$ cat src/common/ulpp_pkg.sv
package ulpp_pkg;
  localparam int unsigned DATA_W          = 8;
  localparam int unsigned CLK_MHZ         = 125;
  localparam int unsigned RESET_MIN_NS    = 1000;
  localparam int unsigned RESET_MIN_CYC   = (RESET_MIN_NS * CLK_MHZ + 999) / 1000;
  localparam int unsigned RST_CNT_W       = 8;
  localparam int unsigned DIV_W           = 4;
  localparam logic [DIV_W-1:0] DIV_HALF_DEF = 4'h1;
  localparam logic [DATA_W-1:0] CMD_IDLE    = 8'h00;

  typedef logic [DATA_W-1:0] ulpp_byte_type;

  typedef struct packed {
    logic          valid;
    ulpp_byte_type data;
  } ulpp_beat_type;

  typedef struct packed {
    ulpp_byte_type data_out;
    logic          data_oe;
    logic          dir;
    logic          nxt;
    logic          clk_out;
    logic          pins_oe;
  } ulpp_pins_type;

  typedef enum logic [1:0] {ULPP_IDLE, ULPP_TURN_OUT, ULPP_SEND, ULPP_RECV} ulpp_state_type;
endpackage

$ cat src/rtl/ulpp_reset_sync.sv
module ulpp_reset_sync (
  input  wire logic clk,
  input  wire logic rst_n,
  output logic      active,
  output logic      long_done
);
  import ulpp_pkg::*;

  logic [2:0]           sync;
  logic [RST_CNT_W-1:0] low_cnt;

  // three flops, release counted when second and third are both high
  always_ff @(posedge clk or negedge rst_n) begin
    if (!rst_n) begin
      sync <= 3'h0;
    end else begin
      sync <= {sync[1:0], 1'b1};
    end
  end

  always_ff @(posedge clk or negedge rst_n) begin
    if (!rst_n) begin
      active <= 1'b0;
    end else if (sync[1] && sync[2]) begin
      active <= 1'b1;
    end
  end

  // counts low time; reset must last RESET_MIN_CYC before release
  always_ff @(posedge clk) begin
    if (rst_n) begin
      low_cnt <= '0;
    end else if (low_cnt != RST_CNT_W'(RESET_MIN_CYC)) begin
      low_cnt <= low_cnt + RST_CNT_W'(1);
    end
  end

  always_ff @(posedge clk) begin
    long_done <= (low_cnt == RST_CNT_W'(RESET_MIN_CYC));
  end
endmodule

$ cat src/rtl/ulpp_port.sv
module ulpp_port #(
  parameter logic [ulpp_pkg::DIV_W-1:0] DIV_HALF = ulpp_pkg::DIV_HALF_DEF
)(
  input  wire logic                    CORE_CLK,
  input  wire logic                    RSTN,
  input  wire logic                    CLOCK_IN_MODE,
  input  wire ulpp_pkg::ulpp_beat_type TX_BEAT,
  output logic                         TX_READY,
  output ulpp_pkg::ulpp_beat_type      RX_BEAT,
  output logic                         RX_LAST,
  input  wire ulpp_pkg::ulpp_byte_type DATA_IN,
  input  wire logic                    STOP_IN,
  output ulpp_pkg::ulpp_pins_type      PINS,
  output logic                         AUDIO_SWITCH_ON,
  output logic                         DEFAULTS_LOADED
);
  import ulpp_pkg::*;

  logic           active;
  logic           long_done;
  ulpp_state_type state;
  logic [DIV_W-1:0] div_cnt;

  ulpp_reset_sync u_rst (
    .clk       (CORE_CLK),
    .rst_n     (RSTN),
    .active    (active),
    .long_done (long_done)
  );

  // interface clock divided from reference in clock-out mode
  always_ff @(posedge CORE_CLK or negedge RSTN) begin
    if (!RSTN) begin
      div_cnt      <= '0;
      PINS.clk_out <= 1'b0;
    end else if (CLOCK_IN_MODE) begin
      PINS.clk_out <= 1'b0;
    end else if (div_cnt == DIV_HALF) begin
      div_cnt      <= '0;
      PINS.clk_out <= ~PINS.clk_out;
    end else begin
      div_cnt <= div_cnt + DIV_W'(1);
    end
  end

  always_ff @(posedge CORE_CLK or negedge RSTN) begin
    if (!RSTN) begin
      AUDIO_SWITCH_ON <= 1'b1;
    end else begin
      AUDIO_SWITCH_ON <= !active;
    end
  end

  always_ff @(posedge CORE_CLK or negedge RSTN) begin
    if (!RSTN) begin
      DEFAULTS_LOADED <= 1'b0;
    end else if (long_done) begin
      DEFAULTS_LOADED <= 1'b1;
    end
  end

  // bus ownership and transfer state
  always_ff @(posedge CORE_CLK or negedge RSTN) begin
    if (!RSTN) begin
      state <= ULPP_IDLE;
    end else if (!active) begin
      state <= ULPP_IDLE;
    end else begin
      unique case (state)
        ULPP_IDLE: begin
          if (TX_BEAT.valid) begin
            state <= ULPP_TURN_OUT;
          end else if (DATA_IN != CMD_IDLE) begin
            state <= ULPP_RECV;
          end
        end
        ULPP_TURN_OUT: state <= ULPP_SEND;
        ULPP_SEND: begin
          if (!TX_BEAT.valid) begin
            state <= ULPP_IDLE;
          end
        end
        ULPP_RECV: begin
          if (STOP_IN) begin
            state <= ULPP_IDLE;
          end
        end
      endcase
    end
  end

  always_ff @(posedge CORE_CLK or negedge RSTN) begin
    if (!RSTN) begin
      PINS.dir <= 1'b0;
    end else begin
      PINS.dir <= active && TX_BEAT.valid && (state != ULPP_RECV);
    end
  end

  // whole pin set floats until reset release has been synchronised
  always_ff @(posedge CORE_CLK or negedge RSTN) begin
    if (!RSTN) begin
      PINS.pins_oe <= 1'b0;
    end else begin
      PINS.pins_oe <= active;
    end
  end

  // output enable only after turnaround cycle
  always_ff @(posedge CORE_CLK or negedge RSTN) begin
    if (!RSTN) begin
      PINS.data_oe  <= 1'b0;
      PINS.data_out <= '0;
    end else begin
      PINS.data_oe  <= active && (state == ULPP_SEND || state == ULPP_TURN_OUT) && TX_BEAT.valid;
      PINS.data_out <= TX_BEAT.data;
    end
  end

  always_ff @(posedge CORE_CLK or negedge RSTN) begin
    if (!RSTN) begin
      TX_READY <= 1'b0;
    end else begin
      TX_READY <= active && (state == ULPP_TURN_OUT || state == ULPP_SEND) && TX_BEAT.valid;
    end
  end

  // accept each link byte; next byte arrives cycle after
  always_ff @(posedge CORE_CLK or negedge RSTN) begin
    if (!RSTN) begin
      PINS.nxt <= 1'b0;
    end else begin
      PINS.nxt <= active && !STOP_IN && !PINS.dir &&
                  (state == ULPP_RECV || (state == ULPP_IDLE && DATA_IN != CMD_IDLE));
    end
  end

  always_ff @(posedge CORE_CLK or negedge RSTN) begin
    if (!RSTN) begin
      RX_BEAT <= '0;
      RX_LAST <= 1'b0;
    end else begin
      RX_BEAT.valid <= PINS.nxt && !STOP_IN;
      RX_BEAT.data  <= DATA_IN;
      RX_LAST       <= (state == ULPP_RECV) && STOP_IN;
    end
  end

  property p_tristate_reset;
    @(posedge CORE_CLK) !active |-> !PINS.data_oe && !PINS.nxt && !PINS.pins_oe;
  endproperty
  a_tristate_reset: assert property (p_tristate_reset) else $error("outputs driven while suspended");

  property p_dir_needs_data;
    @(posedge CORE_CLK) disable iff (!RSTN) PINS.dir |-> $past(TX_BEAT.valid);
  endproperty
  a_dir_needs_data: assert property (p_dir_needs_data) else $error("direction raised with no data");

  property p_no_drive_dir_low;
    @(posedge CORE_CLK) disable iff (!RSTN) PINS.data_oe |-> PINS.dir;
  endproperty
  a_no_drive_dir_low: assert property (p_no_drive_dir_low) else $error("bus driven while receiving");

  property p_nxt_not_on_stop;
    @(posedge CORE_CLK) disable iff (!RSTN) STOP_IN |=> !PINS.nxt;
  endproperty
  a_nxt_not_on_stop: assert property (p_nxt_not_on_stop) else $error("next after stop");

  property p_stop_last;
    @(posedge CORE_CLK) disable iff (!RSTN) (state == ULPP_RECV && STOP_IN) |=> RX_LAST && (state == ULPP_IDLE);
  endproperty
  a_stop_last: assert property (p_stop_last) else $error("stop did not end stream");

  property p_audio_reset;
    @(posedge CORE_CLK) !active |=> AUDIO_SWITCH_ON;
  endproperty
  a_audio_reset: assert property (p_audio_reset) else $error("audio switch open in reset");

  property p_rx_follows_nxt;
    @(posedge CORE_CLK) disable iff (!RSTN) RX_BEAT.valid |-> $past(PINS.nxt);
  endproperty
  a_rx_follows_nxt: assert property (p_rx_follows_nxt) else $error("byte taken without next");

  property p_idle_leaves_dir;
    @(posedge CORE_CLK) disable iff (!RSTN) !active |=> !PINS.dir;
  endproperty
  a_idle_leaves_dir: assert property (p_idle_leaves_dir) else $error("direction high before release");

  c_send: cover property (@(posedge CORE_CLK) disable iff (!RSTN) PINS.dir ##1 PINS.data_oe);
  c_recv: cover property (@(posedge CORE_CLK) disable iff (!RSTN) PINS.nxt ##1 PINS.nxt);
  c_stop: cover property (@(posedge CORE_CLK) disable iff (!RSTN) RX_LAST);
endmodule

$ cat config.mk
export PLATFORM = sky130hd
export DESIGN_NAME = ulpp_port
export DESIGN_NICKNAME = d
export VERILOG_FILES = /design/src/common/ulpp_pkg.sv /design/src/rtl/ulpp_reset_sync.sv /design/src/rtl/ulpp_port.sv
export SDC_FILE = /design/constraint.sdc
export NUM_CORES = 1
export LEC_CHECK = 0
export BUFFER_PORTS_ARGS = -buffer_cell sky130_fd_sc_hd__buf_4
export CAP_MARGIN = 20
export CORE_UTILIZATION = 30
export CTS_CLUSTER_DIAMETER = 120
export CTS_CLUSTER_SIZE = 24
export DETAILED_ROUTE_END_ITERATION = 10
export PLACE_DENSITY = 0.52
export SYNTH_ARGS = -nofsm -noshare
export SYNTH_HDL_FRONTEND = slang
export SYNTH_SLANG_ARGS = --single-unit
$ cat constraint.sdc
create_clock -name CORE_CLK -period 1.8 [get_ports CORE_CLK]
set_input_delay 0.09 -clock CORE_CLK [delete_from_list [all_inputs] [get_ports CORE_CLK]]
set_output_delay 0.09 -clock CORE_CLK [all_outputs]
set_load 0.01 [all_outputs]
==> qor.yml, run 1 <==
antenna_cells: 0
overflow: 0
die-area_sq_um: 5600
finalCritPeriodShare_pct: 83.8
final.setup.tns_ns: 0
synth_edf_count: 0
required_ns: 2.01
ys_warn_count: 0
grt_pass1_wl_um: 4800
cts.repair.resized: 0
vias: 1128
grt_pass1_vias: 1126
vias_per_cell: 4.26
end_kind: "flip-flop"
synth_common_cells: "dfrtp_1, nand2_1, dfxtp_1"
powerDensity_nw_per_um2: 1030
status: "finished clean"
start_kind: "input port"
syn-cell-area_sq_um: 1590
grt_max_degree: 35
ir_drop_uv: 330
comb_power_share_pct: 21.4
boundaryPins: 47
p_sw_mw: 0.608
hp-class: "in2reg"
grt_use_total_pct: 11.9
routed_wl_um: 3070
cts_setup_buffers: 0
fp.dieH_um: 74.9
yosysTopAreaCell: "dfrtp_1"
detailed_place_hpwl_um: 2160
cp_slowest_cell: "dlygate4sd3_1"
drcViolationCount: 0
hold_viol: 0
p_int_mw: 1.77
cts_root_buffer: "clkbuf_8"
crit_fanout: 2
synthFlopType: "dfrtp_1"
max_freq_mhz: 663
power.share.clock_pct: 30.4
clk_path_buf_depth: 2
crit_family: "buffers and inverters"
finalClockSkew_ns: 0.00274
synth_area_leaders: "dfrtp_1, dfxtp_1, ha_1, xnor2_1, mux2i_1"
htreeDepth: 2
initial_core_util_pct: 31.2
placementRows: 26
drv_slew: 0
synth_most_common_cell: "dfrtp_1"
ys_seq_area_share_pct: 66.4
clock_latency_ns: 0.29
synthesis.nets: 152
clkTransAtPathRegs_ns: 0.07
pre_cts_ws_ns: 0.345
path_cells: "dlygate4sd3_1 -> buf_4 -> nor4_1 -> nand2_1 -> o22ai_1 -> mux2i_1"
yosys.area.top_type_share_pct: 53.4
syn_to_final_growth_pct: 45.2
cts_tree: "yes"
arrival_ns: 1.72
antenna_found_initial: 0
whs_ns: 0.0552
dr.pass1.iters: 4
power_frac_seq_pct: 48.2
slowest_delay_ns: 0.53
drive_gt1_share_pct: 30.8
instances_no_fill: 265
routabilityCongestion: 0.760
max_cap_violations: 0
drtAntennaViolNets: 0
cts_hold_buf: 19
crit_buf_inv: 2
setup_viol: 0
async_flop_share_pct: 79.5
period_minus_slack_ns: 1.51
rsz0062_at_grt: "no"
place_inst: 238
p_leak_nw: 1.08
wire_per_inst_um: 11.6
port_buffers: 46
syn_inst: 124
synth.distinct_cells: 37
core-area_sq_um: 5110
cts.sinks: 44
path_class: "in2reg"
initialDrtViolationCount: 73
worst_slack_ns: 0.292
numCtsBuffers: 5
die_w_um: 74.9
syn_avg_cell_area_sq_um: 12.8
power_mw: 2.38
p_sw_share_pct: 25.5
ys_ff_latch: 44
final_nets: 222
## worst min-delay path, cell delays in order
cell	delay, ns
buf_4	0.13
nand2_1	0.06
nor2_1	0.03
## final timing paths
kind                            depth (start not counted)                          start  slack, ns                            end
min in group asynchronous                               2                           RSTN       0.17    DEFAULTS_LOADED$_DFFE_PN0P_
worst max register to register                          6  u_rst.low_cnt[1]$_SDFFE_PP0N_       0.34  u_rst.low_cnt[1]$_SDFFE_PP0N_
worst min-delay path                                    3                     TX_BEAT[8]       0.06              PINS[3]$_DFF_PN0_
worst min register to register                          0        u_rst.sync[0]$_DFF_PN0_       0.35        u_rst.sync[1]$_DFF_PN0_
worst max-delay path                                    6                     DATA_IN[1]       0.29           state[0]$_DFFE_PN0P_
max in group asynchronous                               3                           RSTN       0.99      AUDIO_SWITCH_ON$_DFF_PN1_
## state kept, by name, summed over array words and instances (netlist names)
name             cells
PINS                12
RX_BEAT              9
u_rst.low_cnt        8
div_cnt              4
u_rst.sync           3
state                2
AUDIO_SWITCH_ON      1
DEFAULTS_LOADED      1
RX_LAST              1
TX_READY             1
u_rst.active         1
u_rst.long_done      1
## metal layers
layer | routed length (um) | vias up | GRT usage (%)
met5 | 0 | - | 0
met4 | 38 | 0 | 5.66
met3 | 184 | 4 | 4.95
met2 | 1560 | 37 | 21.3
met1 | 1290 | 536 | 12.0
li1 | - | 551 | -
## stage by stage
stage / area, sq um / utilization [%]
floorplan: 1590 / -
global placement: 2010 / 39.4
detailed placement: 2010 / 39.4
CTS: 2310 / 45.3
global route: 2310 / 45.3
finish: 2310 / 45.3
## final cells by class
| class | instances | area, sq um |
|---|---|---|
| tap | 70 | 87.6 |
| fill | 465 | 2800 |
| timing repair buffer | 66 | 543 |
| sequential | 44 | 1060 |
| clock inverter | 2 | 35.0 |
| inverter | 8 | 30.0 |
| multi-input combinational | 69 | 487 |
| clock buffer | 6 | 72.6 |
## cells by family after synthesis
group,Yosys count,share of synthesized area [%]
flops,44,66.4
simple gates,36,12.6
compound gates,14,5.81
buf+inv,11,3.06
fa+ha+maj,7,5.50
xor+xnor,7,3.85
mux,4,2.51
other cells,1,0.235
## power groups by stage
stage	clock (mW)	sequential (mW)	combinational, mW
floorplan	0	1.19	0.260
global placement	0	1.17	0.469
detailed placement	0	1.17	0.482
CTS	0.760	1.15	0.520
global route	0.791	1.16	0.585
finish	0.725	1.15	0.509
## placed cells by master (no fill, tap or decap), types with 3 or more instances in the layout
master,synthesis,routed
buf_4,2,47
dfrtp_1,34,34
dlygate4sd3_1,0,19
nand2_1,10,10
dfxtp_1,9,9
inv_1,8,8
ha_1,7,7
xnor2_1,6,6
nor2_1,5,5
a21oi_1,5,5
clkbuf_8,0,5
nor4_1,4,4
mux2i_1,4,4
nand3_1,3,3
Note: power is estimated with default switching activity, not from simulation.
==> inputs of run 2 (changes only) <==
- ABC_AREA: not set -> 1
- PLACE_DENSITY: 0.52 -> 0.54
- clock period: 1.8 -> 1.24 ns (I/O delays scaled with it)
==> qor.yml, run 2 <==
initial_core_util_pct: 31.9  # +0.69 points
hold_viol: 0  # unchanged
port_buffers: 46  # unchanged
vias_per_cell: 4.11  # -3.5%
antenna_cells: 0  # unchanged
holdPathStages: 3  # unchanged
crit_fanout: 3  # +1
path_class: "reg2reg"
synth_area_leaders: "dfrtp_1, dfxtp_1, nand2_1, nor2_1, inv_1"
required_ns: 1.43  # -0.58 ns
power_frac_seq_pct: 44.6  # -3.6 points
grt_pass1_wl_um: 5640  # +17%
routabilityCongestion: 0.844  # +11%
finalCritPeriodShare_pct: 97.0
synthesis.nets: 196  # +29%
grt_pass1_vias: 1301  # +16%
max_cap_violations: 0  # unchanged
cts_root_buffer: "clkbuf_8"
syn_inst: 168  # +35%
final_nets: 277  # +25%
utilization_pct: 49.3  # +4.0 points
synth_common_cells: "dfrtp_1, nand2_1, nor2_1"
largest_reg_flops: 12  # unchanged
async_flop_share_pct: 79.5  # unchanged
instances_no_fill: 320  # +21%
detailed_place_hpwl_um: 2260  # +4.3%
clock_latency_ns: 0.29  # about the same
drtAntennaViolNets: 0  # unchanged
setup_viol: 0  # unchanged
die_w_um: 76.4  # +2.0%
htreeDepth: 2  # unchanged
rsz0062_at_grt: "yes"
final_common_cell: "buf_4"
hp-class: "in2reg"
arrival_ns: 1.39  # -0.33 ns
core-area_sq_um: 5200  # +1.9%
yosysTopAreaCell: "dfrtp_1"
worst_slack_ns: 0.0373  # -0.254 ns
period_minus_slack_ns: 1.20
drcViolationCount: 0  # unchanged
wire_per_inst_um: 10.4  # -9.7%
max_freq_mhz: 831
cts.sinks: 44  # unchanged
numCtsBuffers: 5  # unchanged
synth_edf_count: 0  # unchanged
place_inst: 288  # +21%
comb_power_share_pct: 28.5  # +7.1 points
final_cell_mix: "buf_4, dfrtp_1, nand2_1"
start_kind: "flip-flop"
worst-r2r-cell-count: 7  # +1
grt_use_total_pct: 12.5  # +0.52 points
syn_avg_cell_area_sq_um: 9.88  # -23%
drv_slew: 0  # unchanged
end_kind: "flip-flop"
overflow: 0  # unchanged
vias: 1314  # +16%
antenna_found_initial: 0  # unchanged
reg_top3: "PINS (12), RX_BEAT (9), u_rst.low_cnt (8)"
p_int_mw: 2.80  # +58%
fp.dieH_um: 76.4  # +2.0%
clk_path_buf_depth: 2  # unchanged
ys_warn_count: 0  # unchanged
ir_drop_uv: 971  # +190%
syn_to_final_growth_pct: 54.7
power.share.clock_pct: 26.9  # -3.5 points
synth_most_common_cell: "dfrtp_1"
powerDensity_nw_per_um2: 1520  # +48%
ys_ff_latch: 44  # unchanged
max_flop_register: "PINS"
routed_wl_um: 3340  # +9.1%
synthFlopType: "dfrtp_1"
whs_ns: 0.0546  # -0.000594 ns
boundaryPins: 47  # unchanged
grt_max_degree: 21  # -40%
drive_gt1_share_pct: 37.6  # +6.8 points
dr.pass1.iters: 4  # unchanged
initialDrtViolationCount: 40  # -45%
clkTransAtPathRegs_ns: 0.08  # about the same
p_sw_share_pct: 28.4  # +2.9 points
yosys.area.top_type_share_pct: 51.3  # -2.1 points
status: "finished clean"
placementRows: 26  # unchanged
cts_tree: "yes"
pre_cts_ws_ns: -0.0183  # -0.363 ns
fillers: 486  # +4.5%
die-area_sq_um: 5830  # +4.0%
syn-cell-area_sq_um: 1660  # +4.2%
p_leak_nw: 1.27  # +18%
synth.distinct_cells: 23  # -38%
p_sw_mw: 1.11  # +82%
ys_seq_area_share_pct: 63.7  # -2.7 points
finalClockSkew_ns: 0.00813  # +0.00539 ns
==> run 2: cell types whose count changed after synthesis, moves of 2 or more <==
cell / previous run / this run
inv_1: 8 / 24
mux2i_1: 4 / 0
nand2_1: 10 / 32
nand3_1: 3 / 5
nor2_1: 5 / 27
nor2_2: 0 / 2
nor2b_1: 2 / 0
nor4_1: 4 / 0
o21ai_0: 2 / 7
xnor2_1: 6 / 2
==> run 2: worst paths after layout <==
check | from | to | slack, ns
setup / recovery | state[1]$_DFFE_PN0P_ | state[1]$_DFFE_PN0P_ | 0.04
hold / removal | TX_BEAT[8] | PINS[3]$_DFF_PN0_ | 0.05
setup reg to reg | state[1]$_DFFE_PN0P_ | state[1]$_DFFE_PN0P_ | 0.04
hold reg to reg | u_rst.sync[0]$_DFF_PN0_ | u_rst.sync[1]$_DFF_PN0_ | 0.35
max in group asynchronous | RSTN | AUDIO_SWITCH_ON$_DFF_PN1_ | 0.48
min in group asynchronous | RSTN | u_rst.sync[0]$_DFF_PN0_ | 0.18
==> run 2: repair_timing <==
item                                    CTS  global route
resized for setup                         2            34
hold buffers                             19             0
pin swaps                                 0            10
endpoints found under the hold margin    54             0
endpoints found under the setup margin    3             9
buffers inserted                          3             2
==> run 2: layout make-up <==
cell class              instances  area (sq um)  area share (%)
flip-flops and latches         44          1060            41.5
repair buffers                 75           618            24.1
multi-input cells              98           593            23.1
inverters                      25          96.3            3.75
well taps                      70          87.6            3.41
clock buffers                   7          76.3            2.97
clock inverters                 1          30.0            1.17
==> run 2: worst max-delay path, stage by stage, from the launching register on <==
cell and delay (ns):
dfrtp_1 0.42, inv_2 0.11, ha_4 0.13, inv_2 0.03, nor3_2 0.16, nand2_2 0.11, nand3_2 0.08, nand2_1 0.05
==> run 2: power groups by stage <==
stage               registers (mW)  clock network [mW]  logic, mW
floorplan                     1.78                   0      0.472
global placement              1.76                   0      0.820
detailed placement            1.77                   0      0.827
CTS                           1.73                1.09      0.956
global route                  1.77                1.16       1.25
finish                        1.74                1.05       1.11
==> run 2: cell families after synthesis <==
group | count (synthesis) | synth area share, %
simple gates | 72 | 18.1
other cells | 1 | 0.226
xor+xnor | 4 | 2.11
buf+inv | 26 | 6.18
compound gates | 14 | 4.37
flops | 44 | 63.7
fa+ha+maj | 7 | 5.28
==> run 2: through the flow <==
step / TNS, ns / power, mW / cell area [sq um]
floorplan: 0 / 2.26 / 1660
global placement: -0.0241 / 2.58 / 2120
detailed placement: -0.0337 / 2.59 / 2120
CTS: 0 / 3.78 / 2440
global route: -0.117 / 4.18 / 2570
finish: 0 / 3.91 / 2570
==> run 2: metal layers <==
layer  up-vias  GRT usage (%)  part of all wire [%]
met1       600           14.7                    43
met3         6           4.19                   5.5
met2        41           20.6                    50
met4         0           5.19                   1.8
met5         -              0                     0
li1        667              -                     -
